$ cat src/hdl/fpec_pkg.sv
package fpec_pkg;

  // ---------------------------------------------------------------
  // Register indices (byte address is four times the index)
  // ---------------------------------------------------------------
  localparam logic [19:0] IDX_CTRL     = 20'h80000;
  localparam logic [19:0] IDX_SECT_LO  = 20'h80004;
  localparam logic [19:0] IDX_SECT_HI  = 20'h80006;
  localparam logic [19:0] IDX_D0_LO    = 20'h80008;
  localparam logic [19:0] IDX_D0_HI    = 20'h8000A;
  localparam logic [19:0] IDX_D1_LO    = 20'h8000C;
  localparam logic [19:0] IDX_D1_HI    = 20'h8000E;
  localparam logic [19:0] IDX_ADR_LO   = 20'h80010;
  localparam logic [19:0] IDX_ADR_HI   = 20'h80012;
  localparam logic [19:0] IDX_FLAGS    = 20'h80014;
  localparam logic [19:0] IDX_IRQ_ST   = 20'h80016;
  localparam logic [19:0] IDX_IRQ_MSK  = 20'h80018;

  // ---------------------------------------------------------------
  // Field positions
  // ---------------------------------------------------------------
  localparam int CTL_WPG   = 0;  // Single word program select
  localparam int CTL_DOUBLE_WORD_PROGRAM_SELECT  = 1;  // Double word program select
  localparam int CTL_SER   = 2;  // Sector erase select
  localparam int CTL_SPR   = 3;  // Protection set select
  localparam int CTL_SUSPEND_REQUEST_BIT  = 4;  // Suspend request
  localparam int CTL_WMS   = 5;  // Operation start
  localparam int CTL_BUSY  = 6;  // Operation in progress (read only)
  localparam int CTL_W     = 6;
  localparam int SECT_NUM  = 6;  // Sectors of bank zero
  localparam int HI_B0S    = 8;  // Bank zero status bit position
  localparam int FLG_ERR   = 0;
  localparam int FLG_SUSPEND_REQUEST_BIT  = 1;
  localparam int IRQ_DONE  = 0;
  localparam int IRQ_ERR   = 1;
  localparam int IRQ_SUSPEND_REQUEST_BIT  = 2;
  localparam int IRQ_W     = 3;

  // ---------------------------------------------------------------
  // Reset values
  // ---------------------------------------------------------------
  localparam logic [15:0]       DATA_RST = 16'hFFFF;
  localparam logic [15:0]       ZERO16   = 16'h0000;
  localparam logic [SECT_NUM-1:0] SECT_RST = 6'h00;
  localparam logic [IRQ_W-1:0]  IRQ_RST  = 3'h0;

  // ---------------------------------------------------------------
  // Timing
  // ---------------------------------------------------------------
  localparam int CLK_MHZ         = 50;
  localparam int PROG_TIME_US    = 20;
  localparam int PROT_TIME_US    = 20;
  localparam int ERASE_TIME_US   = 1000;
  localparam int PROG_CYCLES     = PROG_TIME_US * CLK_MHZ;
  localparam int PROT_CYCLES     = PROT_TIME_US * CLK_MHZ;
  localparam int ERASE_CYCLES    = ERASE_TIME_US * CLK_MHZ;

  // ---------------------------------------------------------------
  // Types
  // ---------------------------------------------------------------
  typedef enum logic [1:0] {
    ST_IDLE,
    ST_RUN,
    ST_SUSPEND_REQUEST_BIT
  } fpec_state_e;

  // Program request towards the array
  typedef struct packed {
    logic [31:0] addr;
    logic [63:0] data;
    logic        dbl;
  } fpec_prog_s;

  // Timer state
  typedef struct packed {
    logic [31:0] cnt;
    logic        busy;
    logic        done;
  } fpec_tmr_s;

  // Sequencer and register state
  typedef struct packed {
    fpec_state_e         state;
    logic [CTL_W-1:0]    ctrl;
    logic [SECT_NUM-1:0] sect;
    logic                b0s;
    logic [15:0]         d0_lo;
    logic [15:0]         d0_hi;
    logic [15:0]         d1_lo;
    logic [15:0]         d1_hi;
    logic [15:0]         adr_lo;
    logic [15:0]         adr_hi;
    logic                err;
    logic                suspend_request_bit;
    logic                fail;
    logic [IRQ_W-1:0]    irq_st;
    logic [IRQ_W-1:0]    irq_msk;
    logic                irq;
    logic [31:0]         prdata;
    logic                pready;
    logic                pslverr;
    fpec_prog_s          prog;
    logic                prog_strobe;
    logic [31:0]         prot_value;
    logic                prot_strobe;
    logic                erase_run;
  } fpec_regs_s;

endpackage

$ cat src/hdl/fpec_ctrl.sv
// Design decision made here: the APB register port.
`timescale 1ns/100ps

// Contract
// RULE1 - Sector select pair picks erase sectors and shows sector and bank status.
// RULE2 - While erasing, hardware drives the bank status bit for bank zero.
// RULE3 - Bank status bit clears itself when erase ends without error.
// RULE4 - Sector status bits set during erase, cleared at clean end.
// RULE5 - With error flag one, set status bits mean erase error there.
// RULE6 - Error zero, suspend one: set bits mean suspended; both zero: no meaning.
// RULE7 - Software loads target address and data pairs before programming.
// RULE8 - Word program uses first data pair, double word both; start launches.
// RULE9 - Erase select with sector pair as operands, started by start bit.
// RULE10 - Protection select with value in first data pair, started by start bit.
// RULE11 - Suspend bit alone suspends; no operands and no start bit.
module fpec_ctrl
  import fpec_pkg::*;
#(
  parameter int unsigned ERASE_LEN = ERASE_CYCLES
)
(
  // Clock and reset
  input  wire logic        pclk,
  input  wire logic        presetn,
  // APB slave
  input  wire logic        psel,
  input  wire logic        penable,
  input  wire logic        pwrite,
  input  wire logic [31:0] paddr,
  input  wire logic [31:0] pwdata,
  output logic [31:0]      prdata,
  output logic             pready,
  output logic             pslverr,
  // Flash array side
  input  wire logic        erase_fail,
  output fpec_prog_s       prog,
  output logic             prog_strobe,
  output logic [31:0]      prot_value,
  output logic             prot_strobe,
  output logic             erase_run,
  output logic [5:0]       erase_sectors,
  // Interrupt
  output logic             irq
);

  fpec_regs_s  r;
  fpec_regs_s  next_r;
  logic        tmr_load;
  logic [31:0] tmr_count;
  logic        tmr_done;

  // ---------------------------------------------------------------
  // Helpers
  // ---------------------------------------------------------------

  // True when the address hits the given register index
  function automatic logic hit_idx(input logic [31:0] a, input logic [19:0] idx);
    hit_idx = (a[31:22] == 10'h000) && (a[21:2] == idx) && (a[1:0] == 2'h0);
  endfunction

  // True when exactly one operation select is set
  function automatic logic one_sel(input logic [3:0] s);
    one_sel = (s == 4'h1) || (s == 4'h2) || (s == 4'h4) || (s == 4'h8);
  endfunction

  // Read value of a register, hit flag in bit 32
  function automatic logic [32:0] read_reg(input logic [31:0] a, input fpec_regs_s s);
    logic [15:0] v;
    logic        h;
    v = ZERO16;
    h = 1'b1;
    if (hit_idx(a, IDX_CTRL)) begin
      v[CTL_W-1:0] = s.ctrl;
      v[CTL_BUSY]  = (s.state != ST_IDLE);
    end else if (hit_idx(a, IDX_SECT_LO)) begin
      v[SECT_NUM-1:0] = s.sect;
    end else if (hit_idx(a, IDX_SECT_HI)) begin
      v[HI_B0S] = s.b0s;
    end else if (hit_idx(a, IDX_D0_LO)) begin
      v = s.d0_lo;
    end else if (hit_idx(a, IDX_D0_HI)) begin
      v = s.d0_hi;
    end else if (hit_idx(a, IDX_D1_LO)) begin
      v = s.d1_lo;
    end else if (hit_idx(a, IDX_D1_HI)) begin
      v = s.d1_hi;
    end else if (hit_idx(a, IDX_ADR_LO)) begin
      v = s.adr_lo;
    end else if (hit_idx(a, IDX_ADR_HI)) begin
      v = s.adr_hi;
    end else if (hit_idx(a, IDX_FLAGS)) begin
      v[FLG_ERR]  = s.err;
      v[FLG_SUSPEND_REQUEST_BIT] = s.suspend_request_bit;
    end else if (hit_idx(a, IDX_IRQ_ST)) begin
      v[IRQ_W-1:0] = s.irq_st;
    end else if (hit_idx(a, IDX_IRQ_MSK)) begin
      v[IRQ_W-1:0] = s.irq_msk;
    end else begin
      h = 1'b0;
    end
    read_reg = {h, ZERO16, v};
  endfunction

  // ---------------------------------------------------------------
  // Next state
  // ---------------------------------------------------------------

  // Bus answer, register writes, operation sequencing and interrupt
  always_comb begin
    logic        acc;
    logic        wr;
    logic [32:0] rv;
    logic [3:0]  sel;
    logic [IRQ_W-1:0] ev;
    next_r             = r;
    acc                = psel && penable;
    wr                 = acc && r.pready && pwrite && !r.pslverr;
    rv                 = read_reg(paddr, r);
    sel                = pwdata[CTL_SPR:CTL_WPG];
    ev                 = IRQ_RST;
    tmr_load           = 1'b0;
    tmr_count          = 32'h0000_0000;
    next_r.pready      = 1'b0;
    next_r.pslverr     = 1'b0;
    next_r.prog_strobe = 1'b0;
    next_r.prot_strobe = 1'b0;

    // One wait state, then answer; unmapped address gives an error
    if (acc && !r.pready) begin
      next_r.pready  = 1'b1;
      next_r.pslverr = !rv[32];
      next_r.prdata  = rv[32] ? rv[31:0] : 32'h0000_0000;
    end

    // Register writes take effect on the completing edge
    if (wr) begin
      if (hit_idx(paddr, IDX_CTRL)) begin
        if (r.state == ST_IDLE) begin
          next_r.ctrl = {1'b0, 1'b0, sel};
          if (pwdata[CTL_WMS] && one_sel(sel)) begin
            next_r.ctrl[CTL_WMS] = 1'b1;
            next_r.state         = ST_RUN;
            next_r.fail          = 1'b0;
            tmr_load             = 1'b1;
            if (sel[CTL_SER]) begin
              // Sector pair is the erase operand and becomes the status  [RULE9] [RULE1]
              next_r.b0s       = 1'b1;                                    // [RULE2]
              next_r.erase_run = 1'b1;                                    // [RULE4]
              next_r.err       = 1'b0;
              tmr_count        = ERASE_LEN;
            end else if (sel[CTL_SPR]) begin
              tmr_count = PROT_CYCLES;                                    // [RULE10]
            end else begin
              // Address pair with one or both data pairs                 [RULE7] [RULE8]
              next_r.prog.addr   = {r.adr_hi, r.adr_lo};
              next_r.prog.data   = sel[CTL_DOUBLE_WORD_PROGRAM_SELECT] ? {r.d1_hi, r.d1_lo, r.d0_hi, r.d0_lo}
                                                 : {DATA_RST, DATA_RST, r.d0_hi, r.d0_lo};
              next_r.prog.dbl    = sel[CTL_DOUBLE_WORD_PROGRAM_SELECT];
              next_r.prog_strobe = 1'b1;
              tmr_count          = PROG_CYCLES;
            end
          end
        end else if (pwdata[CTL_SUSPEND_REQUEST_BIT] && r.state == ST_RUN && !tmr_done) begin
          // Suspend needs no operands and no start bit                    [RULE11]
          next_r.state          = ST_SUSPEND_REQUEST_BIT;
          next_r.ctrl[CTL_SUSPEND_REQUEST_BIT] = 1'b1;
          next_r.suspend_request_bit           = 1'b1;                                   // [RULE6]
          ev[IRQ_SUSPEND_REQUEST_BIT]          = 1'b1;
        end else if (!pwdata[CTL_SUSPEND_REQUEST_BIT] && r.state == ST_SUSPEND_REQUEST_BIT) begin
          // Clearing the suspend bit resumes the operation
          next_r.state          = ST_RUN;
          next_r.ctrl[CTL_SUSPEND_REQUEST_BIT] = 1'b0;
          next_r.suspend_request_bit           = 1'b0;
        end
      end else if (r.state == ST_IDLE) begin
        // Operand registers are frozen while an operation runs
        if (hit_idx(paddr, IDX_SECT_LO)) begin
          next_r.sect = pwdata[SECT_NUM-1:0];                             // [RULE1]
        end
        if (hit_idx(paddr, IDX_D0_LO)) begin
          next_r.d0_lo = pwdata[15:0];
        end
        if (hit_idx(paddr, IDX_D0_HI)) begin
          next_r.d0_hi = pwdata[15:0];
        end
        if (hit_idx(paddr, IDX_D1_LO)) begin
          next_r.d1_lo = pwdata[15:0];
        end
        if (hit_idx(paddr, IDX_D1_HI)) begin
          next_r.d1_hi = pwdata[15:0];
        end
        if (hit_idx(paddr, IDX_ADR_LO)) begin
          next_r.adr_lo = pwdata[15:0];
        end
        if (hit_idx(paddr, IDX_ADR_HI)) begin
          next_r.adr_hi = pwdata[15:0];
        end
      end
      // Write one to clear the error flag and status, mask written directly; hardware sets below win
      if (hit_idx(paddr, IDX_FLAGS)) begin
        next_r.err = r.err & ~pwdata[FLG_ERR];
      end
      if (hit_idx(paddr, IDX_IRQ_ST)) begin
        next_r.irq_st = r.irq_st & ~pwdata[IRQ_W-1:0];
      end
      if (hit_idx(paddr, IDX_IRQ_MSK)) begin
        next_r.irq_msk = pwdata[IRQ_W-1:0];
      end
    end

    // Operation sequencing
    case (r.state)
      ST_IDLE: begin
      end
      ST_RUN: begin
        if (r.ctrl[CTL_SER] && erase_fail) begin
          next_r.fail = 1'b1;
        end
        if (tmr_done) begin
          next_r.state = ST_IDLE;
          next_r.ctrl  = '0;
          ev[IRQ_DONE] = 1'b1;
          if (r.ctrl[CTL_SER]) begin
            next_r.erase_run = 1'b0;
            if (r.fail || erase_fail) begin
              // Status bits stay set and mean erase error                 [RULE5]
              next_r.err   = 1'b1;
              ev[IRQ_ERR]  = 1'b1;
            end else begin
              next_r.b0s  = 1'b0;                                         // [RULE3]
              next_r.sect = SECT_RST;                                     // [RULE4]
            end
          end
          if (r.ctrl[CTL_SPR]) begin
            next_r.prot_value  = {r.d0_hi, r.d0_lo};                      // [RULE10]
            next_r.prot_strobe = 1'b1;
          end
        end
      end
      ST_SUSPEND_REQUEST_BIT: begin
        // Bank and sector bits held set, read as suspended                [RULE6]
      end
      default: begin
        next_r.state = ST_IDLE;
      end
    endcase

    // Sticky interrupt status, set wins over clear
    next_r.irq_st = next_r.irq_st | ev;
    next_r.irq    = |(next_r.irq_st & next_r.irq_msk);
  end

  // ---------------------------------------------------------------
  // State register
  // ---------------------------------------------------------------

  // All state in one register
  always_ff @(posedge pclk or negedge presetn) begin
    if (!presetn) begin
      r         <= '0;
      r.state   <= ST_IDLE;
      r.d0_lo   <= DATA_RST;
      r.d0_hi   <= DATA_RST;
      r.d1_lo   <= DATA_RST;
      r.d1_hi   <= DATA_RST;
      r.sect    <= SECT_RST;
      r.irq_st  <= IRQ_RST;
      r.irq_msk <= IRQ_RST;
    end else begin
      r <= next_r;
    end
  end

  // ---------------------------------------------------------------
  // Operation timer
  // ---------------------------------------------------------------

  // Duration of the running operation, frozen while suspended
  fpec_op_timer u_timer (
    .pclk    (pclk),
    .presetn (presetn),
    .load    (tmr_load),
    .count   (tmr_count),
    .hold    (r.state == ST_SUSPEND_REQUEST_BIT),
    .done    (tmr_done),
    .busy    ()
  );

  // ---------------------------------------------------------------
  // Outputs
  // ---------------------------------------------------------------
  assign prdata        = r.prdata;
  assign pready        = r.pready;
  assign pslverr       = r.pslverr;
  assign prog          = r.prog;
  assign prog_strobe   = r.prog_strobe;
  assign prot_value    = r.prot_value;
  assign prot_strobe   = r.prot_strobe;
  assign erase_run     = r.erase_run;
  assign erase_sectors = r.sect;
  assign irq           = r.irq;

endmodule

$ cat src/hdl/fpec_op_timer.sv
`timescale 1ns/100ps

// Counts the duration of one operation; holds while suspended
module fpec_op_timer
  import fpec_pkg::*;
(
  // Clock and reset
  input  wire logic        pclk,
  input  wire logic        presetn,
  // Control
  input  wire logic        load,
  input  wire logic [31:0] count,
  input  wire logic        hold,
  // Status
  output logic             done,
  output logic             busy
);

  fpec_tmr_s r;
  fpec_tmr_s next_r;

  // ---------------------------------------------------------------
  // Counter
  // ---------------------------------------------------------------

  // Load starts a count, done pulses for one cycle at the end
  always_comb begin
    next_r      = r;
    next_r.done = 1'b0;
    if (load) begin
      next_r.cnt  = (count == 32'h0000_0000) ? 32'h0000_0001 : count;
      next_r.busy = 1'b1;
    end else if (r.busy && !hold) begin
      if (r.cnt == 32'h0000_0001) begin
        next_r.busy = 1'b0;
        next_r.done = 1'b1;
      end
      next_r.cnt = r.cnt - 32'h0000_0001;
    end
  end

  // State register
  always_ff @(posedge pclk or negedge presetn) begin
    if (!presetn) begin
      r <= '0;
    end else begin
      r <= next_r;
    end
  end

  assign done = r.done;
  assign busy = r.busy;

endmodule

$ cat config.mk
export PLATFORM = sky130hd
export DESIGN_NAME = fpec_ctrl
export DESIGN_NICKNAME = d
export VERILOG_FILES = /design/src/hdl/fpec_pkg.sv /design/src/hdl/fpec_ctrl.sv /design/src/hdl/fpec_op_timer.sv
export SDC_FILE = /design/constraint.sdc
export NUM_CORES = 1
export LEC_CHECK = 0
export ABC_AREA = 1
export BUFFER_PORTS_ARGS = -buffer_cell sky130_fd_sc_hd__buf_2
export CAP_MARGIN = 5
export CORE_UTILIZATION = 35
export CTS_CLUSTER_DIAMETER = 40
export CTS_CLUSTER_SIZE = 14
export DETAILED_ROUTE_END_ITERATION = 8
export GPL_TIMING_DRIVEN = 0
export MAX_ROUTING_LAYER = met4
export SYNTH_ARGS = -nofsm -noshare
export SYNTH_HDL_FRONTEND = slang
export SYNTH_SLANG_ARGS = --single-unit
export TNS_END_PERCENT = 5
$ cat constraint.sdc
create_clock -name pclk -period 4.6 [get_ports pclk]
set_input_delay 0.46 -clock pclk [delete_from_list [all_inputs] [get_ports pclk]]
set_output_delay 0.46 -clock pclk [all_outputs]
set_load 0.1 [all_outputs]
==> summary.txt <==
=======================================================================================
Status ................................................................... complete, no violations
Remaining max-slew budget at the tightest pin ............................        40.5%
Number of maximum-capacitance violations .................................            0
Most used flip-flop cell after synthesis .................................      dfrtp_1
CTS Sinks ................................................................          305
Initial Util .............................................................        35.8%
Layout overhead on the synthesized area ..................................        25.0%
Actual transition at the worst max-transition pin ........................       892 ps
Width of the die .........................................................       210 µm
Buffers plus inverters on the worst setup path ...........................            3
DRC violation count after routing ........................................            0
Cell count after placement ...............................................         2627
FF-to-FF setup slack .....................................................      1880 ps
Worst hold path cell count ...............................................            2
Nature of the critical path startpoint ...................................     register
Clock transition at path regs ............................................        50 ps
Average wire per standard cell ...........................................      16.9 µm
Number of flops mapped to enable cells by yosys ..........................            0
Maximum level of the CTS H-tree ..........................................            2
Cells along the critical path ............................................ nor2_4, inv_1, nor2_2, nand3_2, buf_2, buf_2, nand2_1, o21ai_0
Max Freq .................................................................    0.368 GHz
Unrepaired setup endpoints after global routing ..........................           no
Sequential share of power ................................................        38.1%
Crit-path max FO .........................................................           10
Number of cells upsized or downsized after cts ...........................            0
Top-Level Pins ...........................................................          243
Via count ................................................................        12900
Clock latency at the later pin of the worst-skew pair ....................       590 ps
Wire length of the first global-routing pass .............................      72.3 mm
Placement-stage worst setup slack ........................................      1640 ps
Final estimated routing congestion in global placement ...................        0.910
Peak per-stage delay on the critical path ................................       480 ps
Data required time of the critical path ..................................      5060 ps
Die footprint ............................................................    44300 µm²
Switching Fraction .......................................................        23.2%
Number of warning messages in the yosys log ..............................            0
Number of global-route vias before repair ................................        12900
Total number of nets in the final design .................................         2176
Arrival time of the worst setup path .....................................      3180 ps
Cell area after synthesis ................................................    15200 µm²
Detailed placement HPWL ..................................................      34.5 mm
Final Routed Wirelength ..................................................      46.0 mm
Final hold violation count ...............................................            0
Number of failing setup endpoints in the final timing report .............            0
Number of buffers created by CTS .........................................           51
Number of violations reported at the end of detailed-routing iteration 0 .          819
Worst reg2reg path depth .................................................            8
Reg-to-Reg End ........................................................... prog[48]$_DFFE_PN0P_
Total Routing Usage GR ...................................................        21.7%
Cell with the biggest individual delay on the critical path ..............      dfrtp_1
Crit share post-route ....................................................        59.1%
Internal power of the cells ..............................................      5420 µW
Total core area ..........................................................    42400 µm²
Hold worst-path end ...................................................... r[173]$_DFF_PN0_
Sw Pwr ...................................................................      1640 µW
Cell chosen for the clock root ...........................................    clkbuf_16
Remaining number of nets flagged by the antenna check after routing ......            0
Most instantiated cells after synthesis .................................. nand2_1, dfrtp_1, o21ai_0
Class of the tightest hold or removal check ..............................    in -> reg
Source of the worst register-to-register timing path ..................... r[286]$_DFF_PN0_
Async SR Flop Fraction ...................................................         100%
Number of buffers on the longest clock path ..............................            3
Number of standard cells in the final layout excluding fillers ...........         2726
Pwr per Cell Area ........................................................   372 nW/µm²
Largest net degree at the start of global routing ........................          110
Category of the worst setup path capture point ...........................     register
Dominant cell by count in the synthesized netlist ........................      nand2_1
Per-instance average area after synthesis ................................     8.34 µm²
Worst Skew ...............................................................      21.9 ps
Share of post-route cells with drive strength above 1 ....................        28.8%
Die extent in y ..........................................................       210 µm
Worst path top cell family by delay ...................................... simple AND/OR/NAND/NOR gates
Sum of overflow across all layers after global routing ...................            0
Clock power frac .........................................................        58.6%
Rows .....................................................................           75
Slew Viols, Final ........................................................            0
Number of antenna violations at the first check in global routing ........            2
Leakage ..................................................................   0.00954 µW
First-pass DRT Iterations ................................................            5
Kind of critical path ....................................................   reg -> reg
Count of unique library cells instantiated by Yosys ......................           51
Number of synthesized register bits ......................................          305
Register area share after synthesis ......................................        50.8%
Power share of the combinational group ...................................         3.3%
Number of instances in the synthesized netlist ...........................         1823
Worst-case setup margin in the final layout ..............................      1880 ps
Clock tree from TritonCTS ................................................        built
Area fraction of the dominant cell type after synthesis ..................        39.7%
Largest cells by area after synthesis .................................... dfrtp_1, nand2_1, dfstp_2
# port buffers ...........................................................          210
Mean number of vias per cell .............................................         4.73
Cell taking the most area after synthesis ................................      dfrtp_1
Final period demand of the worst path ....................................      2720 ps
Startpoint of the worst hold path ........................................   erase_fail
VDD IR-drop max ..........................................................       294 µV
Most frequent CP cell ....................................................        buf_2
Final core utilization ...................................................        44.8%
=======================================================================================
what timing repair did:
item | in CTS | in global routing
endpoints found under the hold margin | 95 | 0
hold buffers | 1 | 0
buffers inserted | 0 | 0
how the worst max path moves through the flow:
stage	from	endpoint	slack, ps	cells past startpoint
CTS	r[286]$_DFF_PN0_	prog[48]$_DFFE_PN0P_	1870	8
global route	r[286]$_DFF_PN0_	prog[51]$_DFFE_PN0P_	1720	8
detailed placement	pwdata[3]	prog[48]$_DFFE_PN0P_	1640	11
finish	r[286]$_DFF_PN0_	prog[48]$_DFFE_PN0P_	1880	8
floorplan	pready$_DFF_PN0_	prog[0]$_DFFE_PN0P_	2210	11
global placement	presetn	prot_value[25]$_DFFE_PN0P_	-2700	1
power groups by stage:
stage | Sequential (µW) | Clock (µW) | Combinational, µW
after detailed placement | 2730 | 0 | 236
after CTS | 2690 | 4220 | 236
after global placement | 2730 | 0 | 227
after global routing | 2690 | 4330 | 255
final | 2690 | 4140 | 233
after floorplan | 2740 | 0 | 108
flip-flops by register name (all words and copies together), names as in the netlist:
register,cells
pslverr,1
r,114
pready,1
prdata,16
prog_strobe,1
u_timer.busy,1
erase_run,1
prot_value,32
prog,97
irq,1
u_timer.done,1
erase_sectors,6
prot_strobe,1
u_timer.r,32
kinds of logic after synthesis:
| kind of cell | synth area share (%) |
|---|---|
| flip-flops | 50.8 |
| XOR/XNOR | 0.922 |
| AND/OR/NAND/NOR | 20.4 |
| AO/OA/AOI/OAI | 12.6 |
| other | 0.0247 |
| buffers and inverters | 15.1 |
| adder cells (fa/ha/maj) | 0.165 |
placed cells by master (no fill, tap or decap), drive strengths merged, types with 10 or more instances in the layout:
master,synthesis,routed
clkbuf,34,92
o22ai,16,16
clkinv,3,18
nand3,71,71
buf,197,409
inv,194,202
o21ai,245,245
nor3,19,19
dfstp,64,64
o211ai,13,13
bufinv,0,10
a2bb2oi,13,13
conb,1,16
dfrtp,241,241
a21oi,25,25
nor2,150,150
nand2,465,465
nand4,13,13
routing by layer:
metal	wire [µm]	vias to the layer above	part of all wire [%]	global-route usage, %
li1	-	6249	-	-
met1	21200	6199	46	29.2
met2	21600	382	47	34.3
met3	2210	67	4.8	2.89
met4	961	0	2.1	6.22
met5	0	-	0	-
through the flow:
step | area (µm²) | hold slack [ps] | TNS [ps] | power (µW)
2_1_floorplan | 15300 | 164 | 0 | 2850
3_3_place_gp | 17000 | 467 | -690570 | 2960
3_5_place_dp | 17100 | 470 | 0 | 2970
4_1_cts | 19000 | 146 | 0 | 7140
5_1_grt | 19000 | 171 | 0 | 7270
6_report | 19000 | 174 | 0 | 7060
area by class of cell:
class                      count  area [µm²]
fill                        4281       23400
sequential                   305        7710
multi-input combinational   1105        5240
buffer                       231        1550
clock buffer                  58        1330
timing repair buffer         213        1130
inverter                     197         744
tap                          577         722
clock inverter                38         554
antenna                        2        5.00
(Power assumes the default switching activity.)
